--- config.mk ---
export PLATFORM = sky130hd
export DESIGN_NAME = asr_core
export DESIGN_NICKNAME = d
export VERILOG_FILES = /design/src/verilog/asr_pkg.sv /design/src/verilog/asr_core.sv
export VERILOG_INCLUDE_DIRS = /design/src /design/src/verilog
export SDC_FILE = /design/constraint.sdc
export NUM_CORES = 1
export LEC_CHECK = 0
export ABC_AREA = 1
export BUFFER_PORTS_ARGS = -buffer_cell sky130_fd_sc_hd__buf_2
export CORE_MARGIN = 2
export CORE_UTILIZATION = 40
export CTS_CLUSTER_SIZE = 20
export DETAILED_ROUTE_END_ITERATION = 16
export GPL_ROUTABILITY_DRIVEN = 1
export PLACE_DENSITY_LB_ADDON = 0.25
export SLEW_MARGIN = 20
export SYNTH_ARGS = -nofsm -noshare
export SYNTH_HDL_FRONTEND = slang
export SYNTH_SLANG_ARGS = --single-unit
--- constraint.sdc ---
create_clock -name aclk -period 1.8 [get_ports aclk]
set_input_delay 0.36 -clock aclk [delete_from_list [all_inputs] [get_ports aclk]]
set_output_delay 0.36 -clock aclk [all_outputs]
set_load 0.05 [all_outputs]
--- src/verilog/asr_consts.svh ---
`ifndef ASR_CONSTS_SVH
`define ASR_CONSTS_SVH
// Register indices; byte address is four times the index
`define ASR_IDX_CTRL1  6'h38
`define ASR_IDX_CTRL2  6'h39
`define ASR_IDX_CTRL3  6'h3A
`define ASR_IDX_STAT1  6'h3B
`define ASR_IDX_STAT2  6'h3C
`define ASR_IDX_DATA   6'h3D
`define ASR_IDX_BAUD   6'h3E
// Field positions
`define ASR_C1_EN      6
`define ASR_C1_FLIP    5
`define ASR_C1_NINE    4
`define ASR_C2_TIE     7
`define ASR_C2_TX_DONE_IRQ_EN    6
`define ASR_C2_RIE     5
`define ASR_C2_TE      3
`define ASR_C2_RE      2
`define ASR_C2_SBK     0
`define ASR_C3_T8      6
// Reset values
`define ASR_BAUD_RST   16'h0068
`define ASR_TX_IDLE    11'h7FF
// Timing: sample ticks per bit and the phases that matter
`define ASR_PH_LAST    4'hF
`define ASR_PH_MID     4'h8
`define ASR_PH_CHK     4'h7
`define ASR_LEN8       4'hA
`define ASR_LEN9       4'hB
`define ASR_BITS8      4'h7
`define ASR_BITS9      4'h8
// Bus answers
`define ASR_OKAY       2'h0
`define ASR_SLVERR     2'h2
`endif

--- src/verilog/asr_pkg.sv ---
package asr_pkg;
    typedef struct packed {
        logic en;
        logic flip;
        logic nine;
        logic tie;
        logic tx_done_irq_en;
        logic rie;
        logic te;
        logic re;
        logic send_break;
        logic t8;
    } asr_ctrl_t;

    typedef enum logic [1:0] {
        RX_IDLE  = 2'b00,
        RX_START = 2'b01,
        RX_DATA  = 2'b10,
        RX_STOP  = 2'b11
    } asr_rx_st_t;
endpackage : asr_pkg

--- src/verilog/asr_core.sv ---
// Operation
// RL1: Transmit 8 or 9 data bits; ninth bit comes from tx_ninth_bit.
// RL2: Software enables block, then transmitter, then reads status_one and writes data.
// RL3: Each transmission begins with an all-ones preamble before the data word; the code sends one only after tx_on rises or the block is enabled with tx_on set.
// RL4: Loaded frame has start 0 at the LSB, stop 1 at the MSB.
// RL5: Buffer hand-off sets tx_buffer_empty; with its enable, a transmit request follows.
// RL6: Serial output rests at 1 whenever no character is shifting.
// RL7: Clearing block_enable releases transmit and receive pins.
// RL8: While send_break is 1, all-zero break characters of frame length repeat.
// RL9: After send_break clears, finish the break and send at least one 1.
// RL10: Start, all-zero data and zero stop bit is received as a break.
// RL11: A break sets framing, full and break flags and clears data and ninth bit.
// RL12: Idle character is all ones of frame length; the preamble is one.
// RL13: Dropping tx_on mid-character finishes that character, then idles.
// RL14: Clearing then setting tx_on mid-character queues one idle character.
// RL15: Software re-enables the transmitter before the current stop bit leaves.
// RL16: tx_polarity_flip inverts every transmitted level.
// RL17: tx_done_flag shows all empty and no break or idle; its enable gates request.
// RL18: Receive 8 or 9 bits; rx_ninth_bit holds bit 8, or bit 7 copy.
// RL19: A full character moves to the buffer and sets rx_full_flag, gated request.
// RL20: Data address writes feed the transmitter and reads return received data.
// RL21: Receiver samples on a tick at sixteen times the baud rate.
// RL22: Missing stop bit sets framing error together with rx_full_flag.
// RL23: Data bits travel least significant bit first between start and stop.
// RL24: One shared baud generator; transmitter and receiver otherwise independent.
//
// Added by the designer: the AXI4-Lite register port and the address map.
`timescale 1ns/10ps
`include "asr_consts.svh"

module asr_core #(
    parameter int ADDR_W = 8,
    parameter int DIV_W  = 16
) (
    input  wire logic              aclk,
    input  wire logic              aresetn,
    input  wire logic [ADDR_W-1:0] s_axi_awaddr,
    input  wire logic              s_axi_awvalid,
    output logic                   s_axi_awready,
    input  wire logic [31:0]       s_axi_wdata,
    input  wire logic [3:0]        s_axi_wstrb,
    input  wire logic              s_axi_wvalid,
    output logic                   s_axi_wready,
    output logic [1:0]             s_axi_bresp,
    output logic                   s_axi_bvalid,
    input  wire logic              s_axi_bready,
    input  wire logic [ADDR_W-1:0] s_axi_araddr,
    input  wire logic              s_axi_arvalid,
    output logic                   s_axi_arready,
    output logic [31:0]            s_axi_rdata,
    output logic [1:0]             s_axi_rresp,
    output logic                   s_axi_rvalid,
    input  wire logic              s_axi_rready,
    input  wire logic              serial_in_pin,
    output logic                   serial_in_en,
    output logic                   serial_out_pin,
    output logic                   serial_out_oe,
    output logic                   tx_irq,
    output logic                   rx_irq
);
    import asr_pkg::*;

    if (ADDR_W < 8 || ADDR_W > 32 || DIV_W < 2 || DIV_W > 16) begin : g_bad_param
        $error("asr_core: unsupported ADDR_W or DIV_W");
    end

    function automatic logic hit(input logic [ADDR_W-3:0] a, input logic [5:0] idx);
        return a == (ADDR_W-2)'(idx);
    endfunction : hit

    asr_ctrl_t         ctrl_ff;
    asr_rx_st_t        rx_st_ff;
    logic [DIV_W-1:0]  baud_ff, div_cnt_ff;
    logic [ADDR_W-1:0] awaddr_ff;
    logic [10:0]       tx_sh_ff;
    logic [8:0]        rx_sh_ff;
    logic [7:0]        wbyte_ff, txbuf_ff, rxbuf_ff;
    logic [3:0]        tx_cnt_ff, tx_ph_ff, rx_ph_ff, rx_bit_ff;
    logic              aw_got_ff, w_got_ff, wlane_ff, tx_arm_ff, rx_arm_ff, brk_arm_ff;
    logic              tx_empty_ff, tx_done_ff, te_prev_ff, pre_pend_ff, tail_pend_ff;
    logic              line_prev_ff, r8_ff, rx_full_ff, ovr_ff, fe_ff, brk_ff;

    // Bus decode
    wire aw_fire = s_axi_awvalid & s_axi_awready;
    wire w_fire  = s_axi_wvalid & s_axi_wready;
    wire ar_fire = s_axi_arvalid & s_axi_arready;
    wire wr_do   = aw_got_ff & w_got_ff & ~s_axi_bvalid;
    wire [ADDR_W-3:0] aw_i = awaddr_ff[ADDR_W-1:2];
    wire [ADDR_W-3:0] ar_i = s_axi_araddr[ADDR_W-1:2];
    wire wr_ok  = wr_do & wlane_ff;
    wire wr_c1  = wr_ok & hit(aw_i, `ASR_IDX_CTRL1);
    wire wr_c2  = wr_ok & hit(aw_i, `ASR_IDX_CTRL2);
    wire wr_c3  = wr_ok & hit(aw_i, `ASR_IDX_CTRL3);
    wire wr_dat = wr_ok & hit(aw_i, `ASR_IDX_DATA);
    wire wr_bd  = wr_ok & hit(aw_i, `ASR_IDX_BAUD);
    wire aw_map = (aw_i >= (ADDR_W-2)'(`ASR_IDX_CTRL1)) & (aw_i <= (ADDR_W-2)'(`ASR_IDX_BAUD));
    wire rd_s1  = ar_fire & hit(ar_i, `ASR_IDX_STAT1);
    wire rd_s2  = ar_fire & hit(ar_i, `ASR_IDX_STAT2);
    wire rd_dat = ar_fire & hit(ar_i, `ASR_IDX_DATA);

    wire [7:0] c1_rd = {1'b0, ctrl_ff.en, ctrl_ff.flip, ctrl_ff.nine, 4'h0};
    wire [7:0] c2_rd = {ctrl_ff.tie, ctrl_ff.tx_done_irq_en, ctrl_ff.rie, 1'b0,
                        ctrl_ff.te, ctrl_ff.re, 1'b0, ctrl_ff.send_break};
    wire [7:0] c3_rd = {r8_ff, ctrl_ff.t8, 6'h00};
    wire [7:0] s1_rd = {tx_empty_ff, tx_done_ff, rx_full_ff, 1'b0,
                        ovr_ff, 1'b0, fe_ff, 1'b0};
    wire [7:0] s2_rd = {6'h00, brk_ff, rx_st_ff != RX_IDLE};
    wire       rd_ok = (ar_i >= (ADDR_W-2)'(`ASR_IDX_CTRL1)) &
                       (ar_i <= (ADDR_W-2)'(`ASR_IDX_BAUD));
    wire [31:0] rd_mux =
        hit(ar_i, `ASR_IDX_CTRL1) ? {24'h000000, c1_rd} :
        hit(ar_i, `ASR_IDX_CTRL2) ? {24'h000000, c2_rd} :
        hit(ar_i, `ASR_IDX_CTRL3) ? {24'h000000, c3_rd} :
        hit(ar_i, `ASR_IDX_STAT1) ? {24'h000000, s1_rd} :
        hit(ar_i, `ASR_IDX_STAT2) ? {24'h000000, s2_rd} :
        hit(ar_i, `ASR_IDX_DATA)  ? {24'h000000, rxbuf_ff} : // RL20
        hit(ar_i, `ASR_IDX_BAUD)  ? 32'(baud_ff) : 32'h00000000;

    // Baud and sample tick, shared by both directions
    wire rt_tick  = ctrl_ff.en & (div_cnt_ff == baud_ff); // RL21 RL24
    wire bit_tick = rt_tick & (tx_ph_ff == `ASR_PH_LAST);
    wire tx_run   = ctrl_ff.en & ctrl_ff.te;
    wire rx_run   = ctrl_ff.en & ctrl_ff.re;
    wire [3:0] frm_len = ctrl_ff.nine ? `ASR_LEN9 : `ASR_LEN8;
    wire [3:0] rx_last = ctrl_ff.nine ? `ASR_BITS9 : `ASR_BITS8;
    wire [10:0] tx_frame = ctrl_ff.nine ?
        {1'b1, ctrl_ff.t8, txbuf_ff, 1'b0} : {2'b11, txbuf_ff, 1'b0}; // RL1 RL4 RL23
    wire tx_busy = tx_cnt_ff != 4'h0;
    wire tx_load = bit_tick & (tx_cnt_ff <= 4'h1);
    wire rx_mid  = rt_tick & (rx_ph_ff == `ASR_PH_MID);
    wire rx_end  = rx_run & rx_mid & (rx_st_ff == RX_STOP);
    wire rx_brk  = rx_end & ~serial_in_pin & (rx_sh_ff == 9'h000); // RL10
    wire [7:0] rx_word = ctrl_ff.nine ? rx_sh_ff[7:0] : rx_sh_ff[8:1];

    // Bus slave handshake
    always_ff @(posedge aclk) begin
        if (!aresetn) begin
            aw_got_ff     <= 1'b0;
            w_got_ff      <= 1'b0;
            awaddr_ff     <= '0;
            wbyte_ff      <= 8'h00;
            wlane_ff      <= 1'b0;
            s_axi_awready <= 1'b1;
            s_axi_wready  <= 1'b1;
            s_axi_bvalid  <= 1'b0;
            s_axi_bresp   <= `ASR_OKAY;
            s_axi_arready <= 1'b1;
            s_axi_rvalid  <= 1'b0;
            s_axi_rdata   <= 32'h00000000;
            s_axi_rresp   <= `ASR_OKAY;
        end else begin
            aw_got_ff     <= aw_fire | (aw_got_ff & ~wr_do);
            w_got_ff      <= w_fire | (w_got_ff & ~wr_do);
            // Refuse new requests until the pending answer is taken
            s_axi_awready <= ~(aw_fire | aw_got_ff) & ~(s_axi_bvalid & ~s_axi_bready);
            s_axi_wready  <= ~(w_fire | w_got_ff) & ~(s_axi_bvalid & ~s_axi_bready);
            if (aw_fire) begin
                awaddr_ff <= s_axi_awaddr;
            end
            if (w_fire) begin
                wbyte_ff <= s_axi_wdata[7:0];
                wlane_ff <= s_axi_wstrb[0];
            end
            if (wr_do) begin
                s_axi_bvalid <= 1'b1;
                s_axi_bresp  <= aw_map ? `ASR_OKAY : `ASR_SLVERR;
            end else if (s_axi_bready) begin
                s_axi_bvalid <= 1'b0;
            end
            if (ar_fire) begin
                s_axi_arready <= 1'b0;
                s_axi_rvalid  <= 1'b1;
                s_axi_rdata   <= rd_mux;
                s_axi_rresp   <= rd_ok ? `ASR_OKAY : `ASR_SLVERR;
            end else if (s_axi_rvalid & s_axi_rready) begin
                s_axi_rvalid  <= 1'b0;
                s_axi_arready <= 1'b1;
            end
        end
    end

    // Control registers and flag-clearing sequences
    always_ff @(posedge aclk) begin
        if (!aresetn) begin
            ctrl_ff    <= '0;
            baud_ff    <= DIV_W'(`ASR_BAUD_RST);
            txbuf_ff   <= 8'h00;
            tx_arm_ff  <= 1'b0;
            rx_arm_ff  <= 1'b0;
            brk_arm_ff <= 1'b0;
        end else begin
            if (wr_c1) begin
                ctrl_ff.en   <= wbyte_ff[`ASR_C1_EN];
                ctrl_ff.flip <= wbyte_ff[`ASR_C1_FLIP];
                ctrl_ff.nine <= wbyte_ff[`ASR_C1_NINE];
            end
            if (wr_c2) begin
                ctrl_ff.tie  <= wbyte_ff[`ASR_C2_TIE];
                ctrl_ff.tx_done_irq_en <= wbyte_ff[`ASR_C2_TX_DONE_IRQ_EN];
                ctrl_ff.rie  <= wbyte_ff[`ASR_C2_RIE];
                ctrl_ff.te   <= wbyte_ff[`ASR_C2_TE];
                ctrl_ff.re   <= wbyte_ff[`ASR_C2_RE];
                ctrl_ff.send_break  <= wbyte_ff[`ASR_C2_SBK];
            end
            if (wr_c3) begin
                ctrl_ff.t8 <= wbyte_ff[`ASR_C3_T8];
            end
            if (wr_bd) begin
                baud_ff <= DIV_W'(wbyte_ff);
            end
            if (wr_dat) begin
                txbuf_ff <= wbyte_ff; // RL20
            end
            tx_arm_ff  <= rd_s1 | (tx_arm_ff & ~wr_dat);
            rx_arm_ff  <= rd_s1 | (rx_arm_ff & ~rd_dat);
            brk_arm_ff <= rd_s2 | (brk_arm_ff & ~rd_dat);
        end
    end

    // Sample tick divider
    always_ff @(posedge aclk) begin
        if (!aresetn || !ctrl_ff.en || rt_tick) begin
            div_cnt_ff <= '0;
        end else begin
            div_cnt_ff <= div_cnt_ff + DIV_W'(1);
        end
    end

    // Transmitter
    always_ff @(posedge aclk) begin
        if (!aresetn || !ctrl_ff.en) begin
            tx_sh_ff     <= `ASR_TX_IDLE;
            tx_cnt_ff    <= 4'h0;
            tx_ph_ff     <= 4'h0;
            te_prev_ff   <= 1'b0;
            pre_pend_ff  <= 1'b0;
            tail_pend_ff <= 1'b0;
            tx_done_ff   <= !aresetn | tx_empty_ff;
            tx_empty_ff  <= !aresetn | (tx_empty_ff & ~(wr_dat & tx_arm_ff));
        end else begin
            te_prev_ff <= ctrl_ff.te;
            if (rt_tick) begin
                tx_ph_ff <= tx_ph_ff + 4'h1;
            end
            if (wr_dat & tx_arm_ff) begin
                tx_empty_ff <= 1'b0;
            end
            if (ctrl_ff.te & ~te_prev_ff) begin
                pre_pend_ff <= 1'b1; // RL3 RL14
            end
            if (bit_tick & (tx_cnt_ff > 4'h1)) begin
                tx_sh_ff  <= {1'b1, tx_sh_ff[10:1]}; // RL23
                tx_cnt_ff <= tx_cnt_ff - 4'h1;
            end else if (tx_load) begin
                if (!tx_run) begin
                    tx_sh_ff  <= `ASR_TX_IDLE; // RL13
                    tx_cnt_ff <= 4'h0;
                end else if (pre_pend_ff) begin
                    tx_sh_ff    <= `ASR_TX_IDLE; // RL12
                    tx_cnt_ff   <= frm_len;
                    pre_pend_ff <= ctrl_ff.te & ~te_prev_ff;
                end else if (ctrl_ff.send_break) begin
                    tx_sh_ff     <= 11'h000; // RL8
                    tx_cnt_ff    <= frm_len;
                    tail_pend_ff <= 1'b1;
                end else if (tail_pend_ff) begin
                    tx_sh_ff     <= `ASR_TX_IDLE; // RL9
                    tx_cnt_ff    <= 4'h1;
                    tail_pend_ff <= 1'b0;
                end else if (!tx_empty_ff) begin
                    tx_sh_ff    <= tx_frame;
                    tx_cnt_ff   <= frm_len;
                    tx_empty_ff <= 1'b1; // RL5
                end else begin
                    tx_sh_ff  <= `ASR_TX_IDLE;
                    tx_cnt_ff <= 4'h0;
                end
            end
            tx_done_ff <= ~tx_busy & tx_empty_ff & ~pre_pend_ff & ~tail_pend_ff &
                          ~(tx_run & ctrl_ff.send_break); // RL17
        end
    end

    // Receiver
    always_ff @(posedge aclk) begin
        if (!aresetn) begin
            rx_st_ff     <= RX_IDLE;
            rx_ph_ff     <= 4'h0;
            rx_bit_ff    <= 4'h0;
            rx_sh_ff     <= 9'h000;
            line_prev_ff <= 1'b0;
        end else if (!rx_run) begin
            rx_st_ff     <= RX_IDLE;
            line_prev_ff <= 1'b0;
        end else if (rt_tick) begin
            rx_ph_ff <= rx_ph_ff + 4'h1;
            unique case (rx_st_ff)
                RX_IDLE: begin
                    line_prev_ff <= serial_in_pin;
                    rx_ph_ff     <= 4'h1;
                    if (line_prev_ff & ~serial_in_pin) begin
                        rx_st_ff <= RX_START;
                        rx_sh_ff <= 9'h000;
                    end
                end
                RX_START: begin
                    if (rx_ph_ff == `ASR_PH_CHK && serial_in_pin) begin
                        rx_st_ff <= RX_IDLE;
                    end else if (rx_ph_ff == `ASR_PH_LAST) begin
                        rx_st_ff  <= RX_DATA;
                        rx_bit_ff <= 4'h0;
                    end
                end
                RX_DATA: begin
                    if (rx_ph_ff == `ASR_PH_MID) begin
                        rx_sh_ff <= {serial_in_pin, rx_sh_ff[8:1]}; // RL23
                    end
                    if (rx_ph_ff == `ASR_PH_LAST) begin
                        rx_bit_ff <= rx_bit_ff + 4'h1;
                        if (rx_bit_ff == rx_last) begin
                            rx_st_ff <= RX_STOP;
                        end
                    end
                end
                RX_STOP: begin
                    if (rx_ph_ff == `ASR_PH_MID) begin
                        rx_st_ff     <= RX_IDLE;
                        line_prev_ff <= serial_in_pin;
                    end
                end
            endcase
        end
    end

    // Receive buffer and flags; a new event wins over a clearing read
    always_ff @(posedge aclk) begin
        if (!aresetn) begin
            rxbuf_ff   <= 8'h00;
            r8_ff      <= 1'b0;
            rx_full_ff <= 1'b0;
            ovr_ff     <= 1'b0;
            fe_ff      <= 1'b0;
            brk_ff     <= 1'b0;
        end else begin
            if (rd_dat & rx_arm_ff) begin
                rx_full_ff <= 1'b0;
                ovr_ff     <= 1'b0;
                fe_ff      <= 1'b0;
            end
            if (rd_dat & brk_arm_ff) begin
                brk_ff <= 1'b0;
            end
            if (rx_end) begin
                rx_full_ff <= 1'b1; // RL19
                fe_ff      <= ~serial_in_pin | (fe_ff & ~(rd_dat & rx_arm_ff)); // RL22
                if (rx_full_ff & ~(rd_dat & rx_arm_ff)) begin
                    ovr_ff <= 1'b1;
                end else begin
                    rxbuf_ff <= rx_word; // RL19
                    r8_ff    <= rx_sh_ff[8]; // RL18
                end
            end
            if (rx_brk) begin
                rxbuf_ff <= 8'h00; // RL11
                r8_ff    <= 1'b0;
                brk_ff   <= 1'b1;
            end
        end
    end

    // Pins and interrupt requests
    always_ff @(posedge aclk) begin
        if (!aresetn) begin
            serial_out_pin <= 1'b1;
            serial_out_oe  <= 1'b0;
            serial_in_en   <= 1'b0;
            tx_irq         <= 1'b0;
            rx_irq         <= 1'b0;
        end else begin
            serial_out_pin <= (tx_busy ? tx_sh_ff[0] : 1'b1) ^ ctrl_ff.flip; // RL6 RL16
            serial_out_oe  <= ctrl_ff.en & (ctrl_ff.te | tx_busy); // RL7
            serial_in_en   <= rx_run; // RL7
            tx_irq <= (ctrl_ff.tie & tx_empty_ff) | (ctrl_ff.tx_done_irq_en & tx_done_ff); // RL5 RL17
            rx_irq <= ctrl_ff.rie & rx_full_ff; // RL19
        end
    end
endmodule : asr_core

==> flow_summary_export.csv, run 1 <==
group,metric,value,unit
synth,yosysTopAreaCell,"dfxtp_1",
clock_network,cts.sinks,139,
cells_and_area,multi_input_area,0.003467,sq mm
outcome,status,"finished, final reports clean",
drt,dr.pass1.iters,4,
power,p_leak,3.557,nW
timing,whs,0.1568,ns
synth,yosysSeqAreaShare,0.4097,
timing,final_hold_viol_count,0,
drt,viasPerCell,4.796,
clock_network,cts_tree,"built",
timing,final_max_slew_viol_count,0,
synth,yosysTopAreaCellShare,0.4097,
grt,first_global_vias,5676,
synth,syn_inst,982,
grt,grt_usage,0.1916,
drt,route.antenna.remaining_nets,0,
clock_network,cts_buffers,17,
grt,antenna_found_initial,0,
placement,placed_cell_area,0.007510,sq mm
cells_and_area,antenna_cells,0,
placement,preCtsSetupSlack,0.01101,ns
timing,setup_slack,0.07996,ns
synth,synth.area.top_cells,"dfxtp_1, nand2_1, a21oi_1, o21ai_0, inv_1",
timing,fin_skew,0.01161,ns
cells_and_area,nNetsFinal,1148,
grt,grt_pass1_wl,27680,um
cells_and_area,register_area,0.002811,sq mm
floorplan,die_x,134.3,um
placement,place.port_buffers,48,
power,power,7.311,mW
clock_network,postCtsHoldBufs,0,
placement,dp_hpwl,12680,um
floorplan,core_area,0.01658,sq mm
timing,tns,0,ns
critical_path,cp.required,2.11,ns
floorplan,row_count,47,
cells_and_area,finalInstanceArea,0.008356,sq mm
synth,netlist_area,0.006792,sq mm
critical_path,start_kind,"flip-flop",
floorplan,initial_utilization,0.4095,
critical_path,end_kind,"flip-flop",
floorplan,io_pins,106,
timing,final.period_utilization,0.9556,
placement,gp_congestion,0.8604,
job,drv_cap,0,
drt,vias,6292,
synth,ys_types,41,
grt,grt_start_max_net_pins,45,
timing,finalSetupViolCount,0,
drt,drt-wirelength-per-cell,13.13,um
clock_network,cts_buffer_depth,2,
clock_network,root_buffer,"clkbuf_16",
cells_and_area,area_growth,23.03,%
timing,rsz0062_at_grt,"yes",
power,vdd_drop_max,671.0,uV
critical_path,cp_max_fo,9,
clock_network,path_clk_slew,0.06,ns
critical_path,crit_type,"flip-flop to flip-flop",
synth,yosysWarnings,0,
synth,ys_ff_latch,139,
cells_and_area,final.fill_count,1646,
clock_network,cts_max_level,4,
drt,drcViolationCount,0,
timing,layout_min_cycle_time,1.720,ns
synth,syn_area_per_cell,6.916,sq um
drt,wirelength,17220,um
floorplan,die-height,134.3,um
floorplan,dieArea,0.01804,sq mm
grt,grt_overflow_total,0,
power,powerDensity,874.9,mW/mm^2
clock_network,clock_latency,0.42,ns
hold_path,hp-class,"input port to flip-flop",
critical_path,worstPathArrival,2.03,ns
cells_and_area,drive_above_1_share,0.2024,
timing,fmax,581.4,MHz
drt,drt-initial-drc-count,314,
## logic make-up after synthesis
| logic type | Yosys count | share of synthesized area |
|---|---|---|
| other | 1 | 0.0005522 |
| XOR/XNOR | 9 | 0.01271 |
| AO/OA/AOI/OAI | 231 | 0.1783 |
| AND/OR/NAND/NOR | 420 | 0.2710 |
| buffers and inverters | 174 | 0.1129 |
| flip-flops | 139 | 0.4097 |
| adder cells (fa/ha/maj) | 8 | 0.01474 |
## cells in the mapped netlist (all sizes together)
cell type,count
a21oi,117
a31oi,2
buf,31
clkbuf,20
clkinv,1
conb,1
dfxtp,139
ha,8
inv,122
nand2,228
nand3,36
nand4,12
nor2,114
nor3,23
nor3b,4
nor4,2
o2111ai,1
o211a,1
o211ai,7
o21a,2
o21ai,95
o22ai,2
o311ai,1
o31ai,3
or2,1
xnor2,3
xor2,6
## layout make-up
| cell class | count | area share |
|---|---|---|
| tap | 220 | 0.03294 |
| clock inverter | 9 | 0.01932 |
| inverter | 123 | 0.05586 |
| timing repair buffer | 104 | 0.08491 |
| sequential | 139 | 0.3365 |
| clock buffer | 22 | 0.05556 |
| multi-input combinational | 695 | 0.4149 |
## report_power, final
part / internal [mW] / switching, mW / leakage (nW)
Sequential: 3.12 / 0.0270 / 1.13
Clock: 2.39 / 1.34 / 0.297
Combinational: 0.0962 / 0.330 / 2.13
Total: 5.61 / 1.70 / 3.56
## critical path, cell delays in order (launching register included)
cell	delay, ns
dfxtp_1	0.35
inv_2	0.11
nand2_1	0.06
nor2_1	0.09
nand2_1	0.07
nor2_2	0.15
nand3_4	0.15
nor2_8	0.19
nand4_1	0.20
nand2_4	0.17
a21oi_1	0.06
## metal layers
metal  up-vias  global-route usage  part of all wire  routed length (um)
li1       3339                   -                 -                   -
met4         0             0.06608             0.020                 351
met5         -                   0                 0                   0
met2       139              0.3039              0.46                7876
met1      2788              0.2571              0.48                8269
met3        26             0.04346             0.042                 723
## what timing repair did
| action | in CTS | in global routing |
|---|---|---|
| pin swaps | 0 | 14 |
| setup buffers | 0 | 6 |
| gates cloned | 0 | 1 |
| setup endpoints to repair | 9 | 56 |
| resized for setup | 1 | 71 |
## cells in the final DEF (no fill, tap or decap), types with 9 or more instances in the layout
| cell | instances |
|---|---|
| a21oi_2 | 9 |
| nand2_1 | 212 |
| inv_2 | 16 |
| buf_4 | 50 |
| nand3_1 | 32 |
| buf_2 | 48 |
| nor3_1 | 19 |
| conb_1 | 26 |
| o21ai_0 | 85 |
| nor2_1 | 97 |
| a21oi_1 | 108 |
| clkbuf_16 | 17 |
| nand2_2 | 11 |
| inv_1 | 105 |
| nand4_1 | 11 |
| dfxtp_2 | 11 |
| dfxtp_1 | 124 |
| nor2_2 | 11 |
## metrics by stage
stage,utilization,cells
final,0.5038,1312
after global routing,0.5038,1312
after CTS,0.4907,1305
after global placement,0.4528,1274
after floorplan,-,1007
after detailed placement,0.4528,1274
## worst paths after layout
kind	from	end	slack, ns	cells past startpoint
worst min-delay path	s_axi_rready	s_axi_rvalid	0.16	2
worst max register to register	div_cnt_ff[12]	rxbuf_ff[4]	0.08	10
worst min register to register	te_prev_ff	pre_pend_ff	0.43	1
worst max-delay path	div_cnt_ff[12]	rxbuf_ff[4]	0.08	10
## sequential cells by signal, indices dropped and copies added (netlist names), 6 cells and up, named ones only
register	flops
wbyte_ff	8
s_axi_rdata	8
rxbuf_ff	8
awaddr_ff	6
tx_sh_ff	11
txbuf_ff	8
rx_sh_ff	9
baud_ff	8
c2_rd	6
div_cnt_ff	16
Power figures use the tool's default switching activity.
==> run 2, diff against run 1 <==
- CELL_PAD_IN_SITES_DETAIL_PLACEMENT: default -> 0
- CELL_PAD_IN_SITES_GLOBAL_PLACEMENT: default -> 1
- TNS_END_PERCENT: default -> 5
==> run 2 against run 1 <==
Net effect:
- combinational power rose by 0.9%
- hold slack is essentially flat
- routed wire length is 0.75% lower
- global-route usage rose by 0.71 points
- power barely moved
- non-clock buffer count unchanged
- final area about the same
- utilization hardly changed
- setup slack improved by 0.032 ns
==> flow_summary_export.csv, run 2 (synthesis gave the netlist of run 1 again) <==
group,metric,value,unit
outcome,status,"finished, final reports clean",
timing,setup_slack,0.1117,ns
placement,place.port_buffers,48,
drt,drt-wirelength-per-cell,13.04,um
grt,antenna_found_initial,0,
drt,dr.pass1.iters,5,
clock_network,cts_max_level,4,
grt,grt_usage,0.1987,
clock_network,cts_tree,"built",
floorplan,dieArea,0.01804,sq mm
critical_path,end_kind,"flip-flop",
power,switching_share,0.2349,
clock_network,cts_buffer_depth,2,
cells_and_area,final_cell_mix,"nand2_1, dfxtp_1, a21oi_1",
critical_path,r2r_cells,11,
placement,placed_cell_area,0.007540,sq mm
power,p_sw,1.717,mW
cells_and_area,finalInstanceArea,0.008351,sq mm
hold_path,hp-start,"s_axi_rready",
cells_and_area,antenna_cells,0,
timing,worst_pin_slew,0.5561,ns
critical_path,rr_endpoint,"brk_ff",
power,p_int,5.592,mW
power,clockPowerShare,0.511,
hold_path,whs_endpoint,"s_axi_rvalid",
hold_path,whs_path_depth,2,
floorplan,io_pins,106,
critical_path,start_kind,"flip-flop",
grt,grt_overflow_total,0,
placement,gp_congestion,0.8597,
floorplan,die_x,134.3,um
critical_path,cp_max_fo,4,
timing,slew_headroom,0.6283,
timing,rsz0062_at_grt,"yes",
drt,drt-initial-drc-count,373,
critical_path,startpoint,"baud_ff[5]",
floorplan,die-height,134.3,um
timing,finalSetupViolCount,0,
hold_path,hp-class,"input port to flip-flop",
critical_path,worstPathArrival,2.06,ns
power,vdd_drop_max,854.9,uV
grt,grt_start_max_net_pins,29,
critical_path,path_buf_inv,4,
floorplan,core_area,0.01658,sq mm
timing,layout_min_cycle_time,1.688,ns
clock_network,path_clk_slew,0.06,ns
clock_network,clock_latency,0.43,ns
critical_path,critPathTopFamily,"simple AND/OR/NAND/NOR gates",
cells_and_area,drive_above_1_share,0.2117,
critical_path,critPathSlowestCell,"dfxtp_2",
power,comb_power_share,0.059,
drt,wirelength,17090,um
power,seqPwrFrac,0.430,
drt,route.antenna.remaining_nets,0,
cells_and_area,final.fill_count,1740,
critical_path,reg2reg_from,"baud_ff[5]",
placement,dp_hpwl,12940,um
cells_and_area,biggestRegsByFlops,"div_cnt_ff x16, tx_sh_ff x11, rx_sh_ff x9",
critical_path,worst_path_largest_cell_delay,0.35,ns
timing,final_max_slew_viol_count,0,
cells_and_area,nNetsFinal,1147,
clock_network,cts.sinks,139,
cells_and_area,largest_reg_flops,16,
grt,grt_pass1_wl,28580,um
cells_and_area,mostFrequentLayoutCell,"nand2_1",
job,drv_cap,0,
critical_path,r2r_slack,0.11,ns
critical_path,crit_type,"flip-flop to flip-flop",
timing,final_hold_viol_count,0,
critical_path,path_cells,"inv_1 > nand2_2 > inv_1 > nor2_2 > nand2_2 > clkinv_2 > nand3_4 > nor2_8 > nand4_1 > buf_4 > a21oi_2",
cells_and_area,largest_register,"div_cnt_ff",
clock_network,cts_buffers,17,
floorplan,initial_utilization,0.4095,
timing,fin_skew,0.007568,ns
timing,final.period_utilization,0.9380,
drt,viasPerCell,4.776,
power,powerDensity,875.3,mW/mm^2
drt,drcViolationCount,0,
timing,whs,0.1567,ns
critical_path,cp.required,2.17,ns
placement,preCtsSetupSlack,-0.01113,ns
grt,first_global_vias,5749,
drt,vias,6261,
cells_and_area,area_growth,22.96,%
timing,fmax,592.3,MHz
clock_network,root_buffer,"clkbuf_16",
power,p_leak,3.537,nW
floorplan,row_count,47,
[run 2: cell count changes in the layout (fill, tap and decap cells not counted), sizes merged]
cell      previous run  this run
nor2               115       114
clkbuf              22        20
inv                124       122
clkinvlp             2         4
clkinv               2         4
[run 2: worst max-delay path by stage]
stage / end / slack (ns) / cells after the start
6_report: brk_ff / 0.11 / 11
4_1_cts: rx_ph_ff[3] / 0.008 / 10
5_1_grt: rxbuf_ff[1] / -0.04 / 11
3_3_place_gp: rxbuf_ff[2] / -0.03 / 10
3_5_place_dp: rxbuf_ff[3] / -0.01 / 11
2_1_floorplan: rxbuf_ff[2] / 0.08 / 8
[run 2: metrics by stage]
stage | setup TNS (ns) | cells | power (mW) | utilization
after floorplan | 0 | 1007 | 3.567 | -
after global placement | -0.2329 | 1278 | 3.649 | 0.4547
after detailed placement | -0.05751 | 1278 | 3.649 | 0.4547
after CTS | 0 | 1309 | 7.389 | 0.4927
after global routing | -0.4087 | 1311 | 7.564 | 0.5035
final | 0 | 1311 | 7.310 | 0.5035
[run 2: per-layer routing]
layer / up-vias / share of wire / global-route usage
li1: 3328 / - / -
met1: 2819 / 0.48 / 0.2671
met2: 93 / 0.47 / 0.3177
met3: 21 / 0.038 / 0.04875
met4: 0 / 0.013 / 0.05614
met5: - / 0 / 0
[run 2: power by group through the flow]
| stage | sequential [mW] | clock, mW | combinational [mW] |
|---|---|---|---|
| final | 3.15 | 3.73 | 0.430 |
| after CTS | 3.15 | 3.81 | 0.429 |
| after detailed placement | 3.22 | 0 | 0.428 |
| after floorplan | 3.27 | 0 | 0.302 |
| after global routing | 3.15 | 3.95 | 0.468 |
| after global placement | 3.22 | 0 | 0.428 |
[run 2: cell type report]
type,instances,area [sq um],share of cell area
multi-input cells,694,3467,0.4152
flip-flops and latches,139,2815,0.3371
repair buffers,104,701.9,0.08406
inverters,123,465.4,0.05574
clock buffers,20,456.7,0.05469
well taps,220,275.3,0.03296
clock inverters,11,168.9,0.02023
[run 2: worst register-to-register path, stage by stage (launching register included)]
cell and delay, ns:
dfxtp_2 0.35, inv_1 0.08, nand2_2 0.08, inv_1 0.05, nor2_2 0.10, nand2_2 0.07, clkinv_2 0.06, nand3_4 0.13
nor2_8 0.20, nand4_1 0.21, buf_4 0.21, a21oi_2 0.09
[run 2: what timing repair did]
action / CTS / global route
hold buffers: 0 / 0
resized for setup: 2 / 73
pin swaps: 0 / 9
setup buffers: 0 / 2
endpoints found under the setup margin: 17 / 53
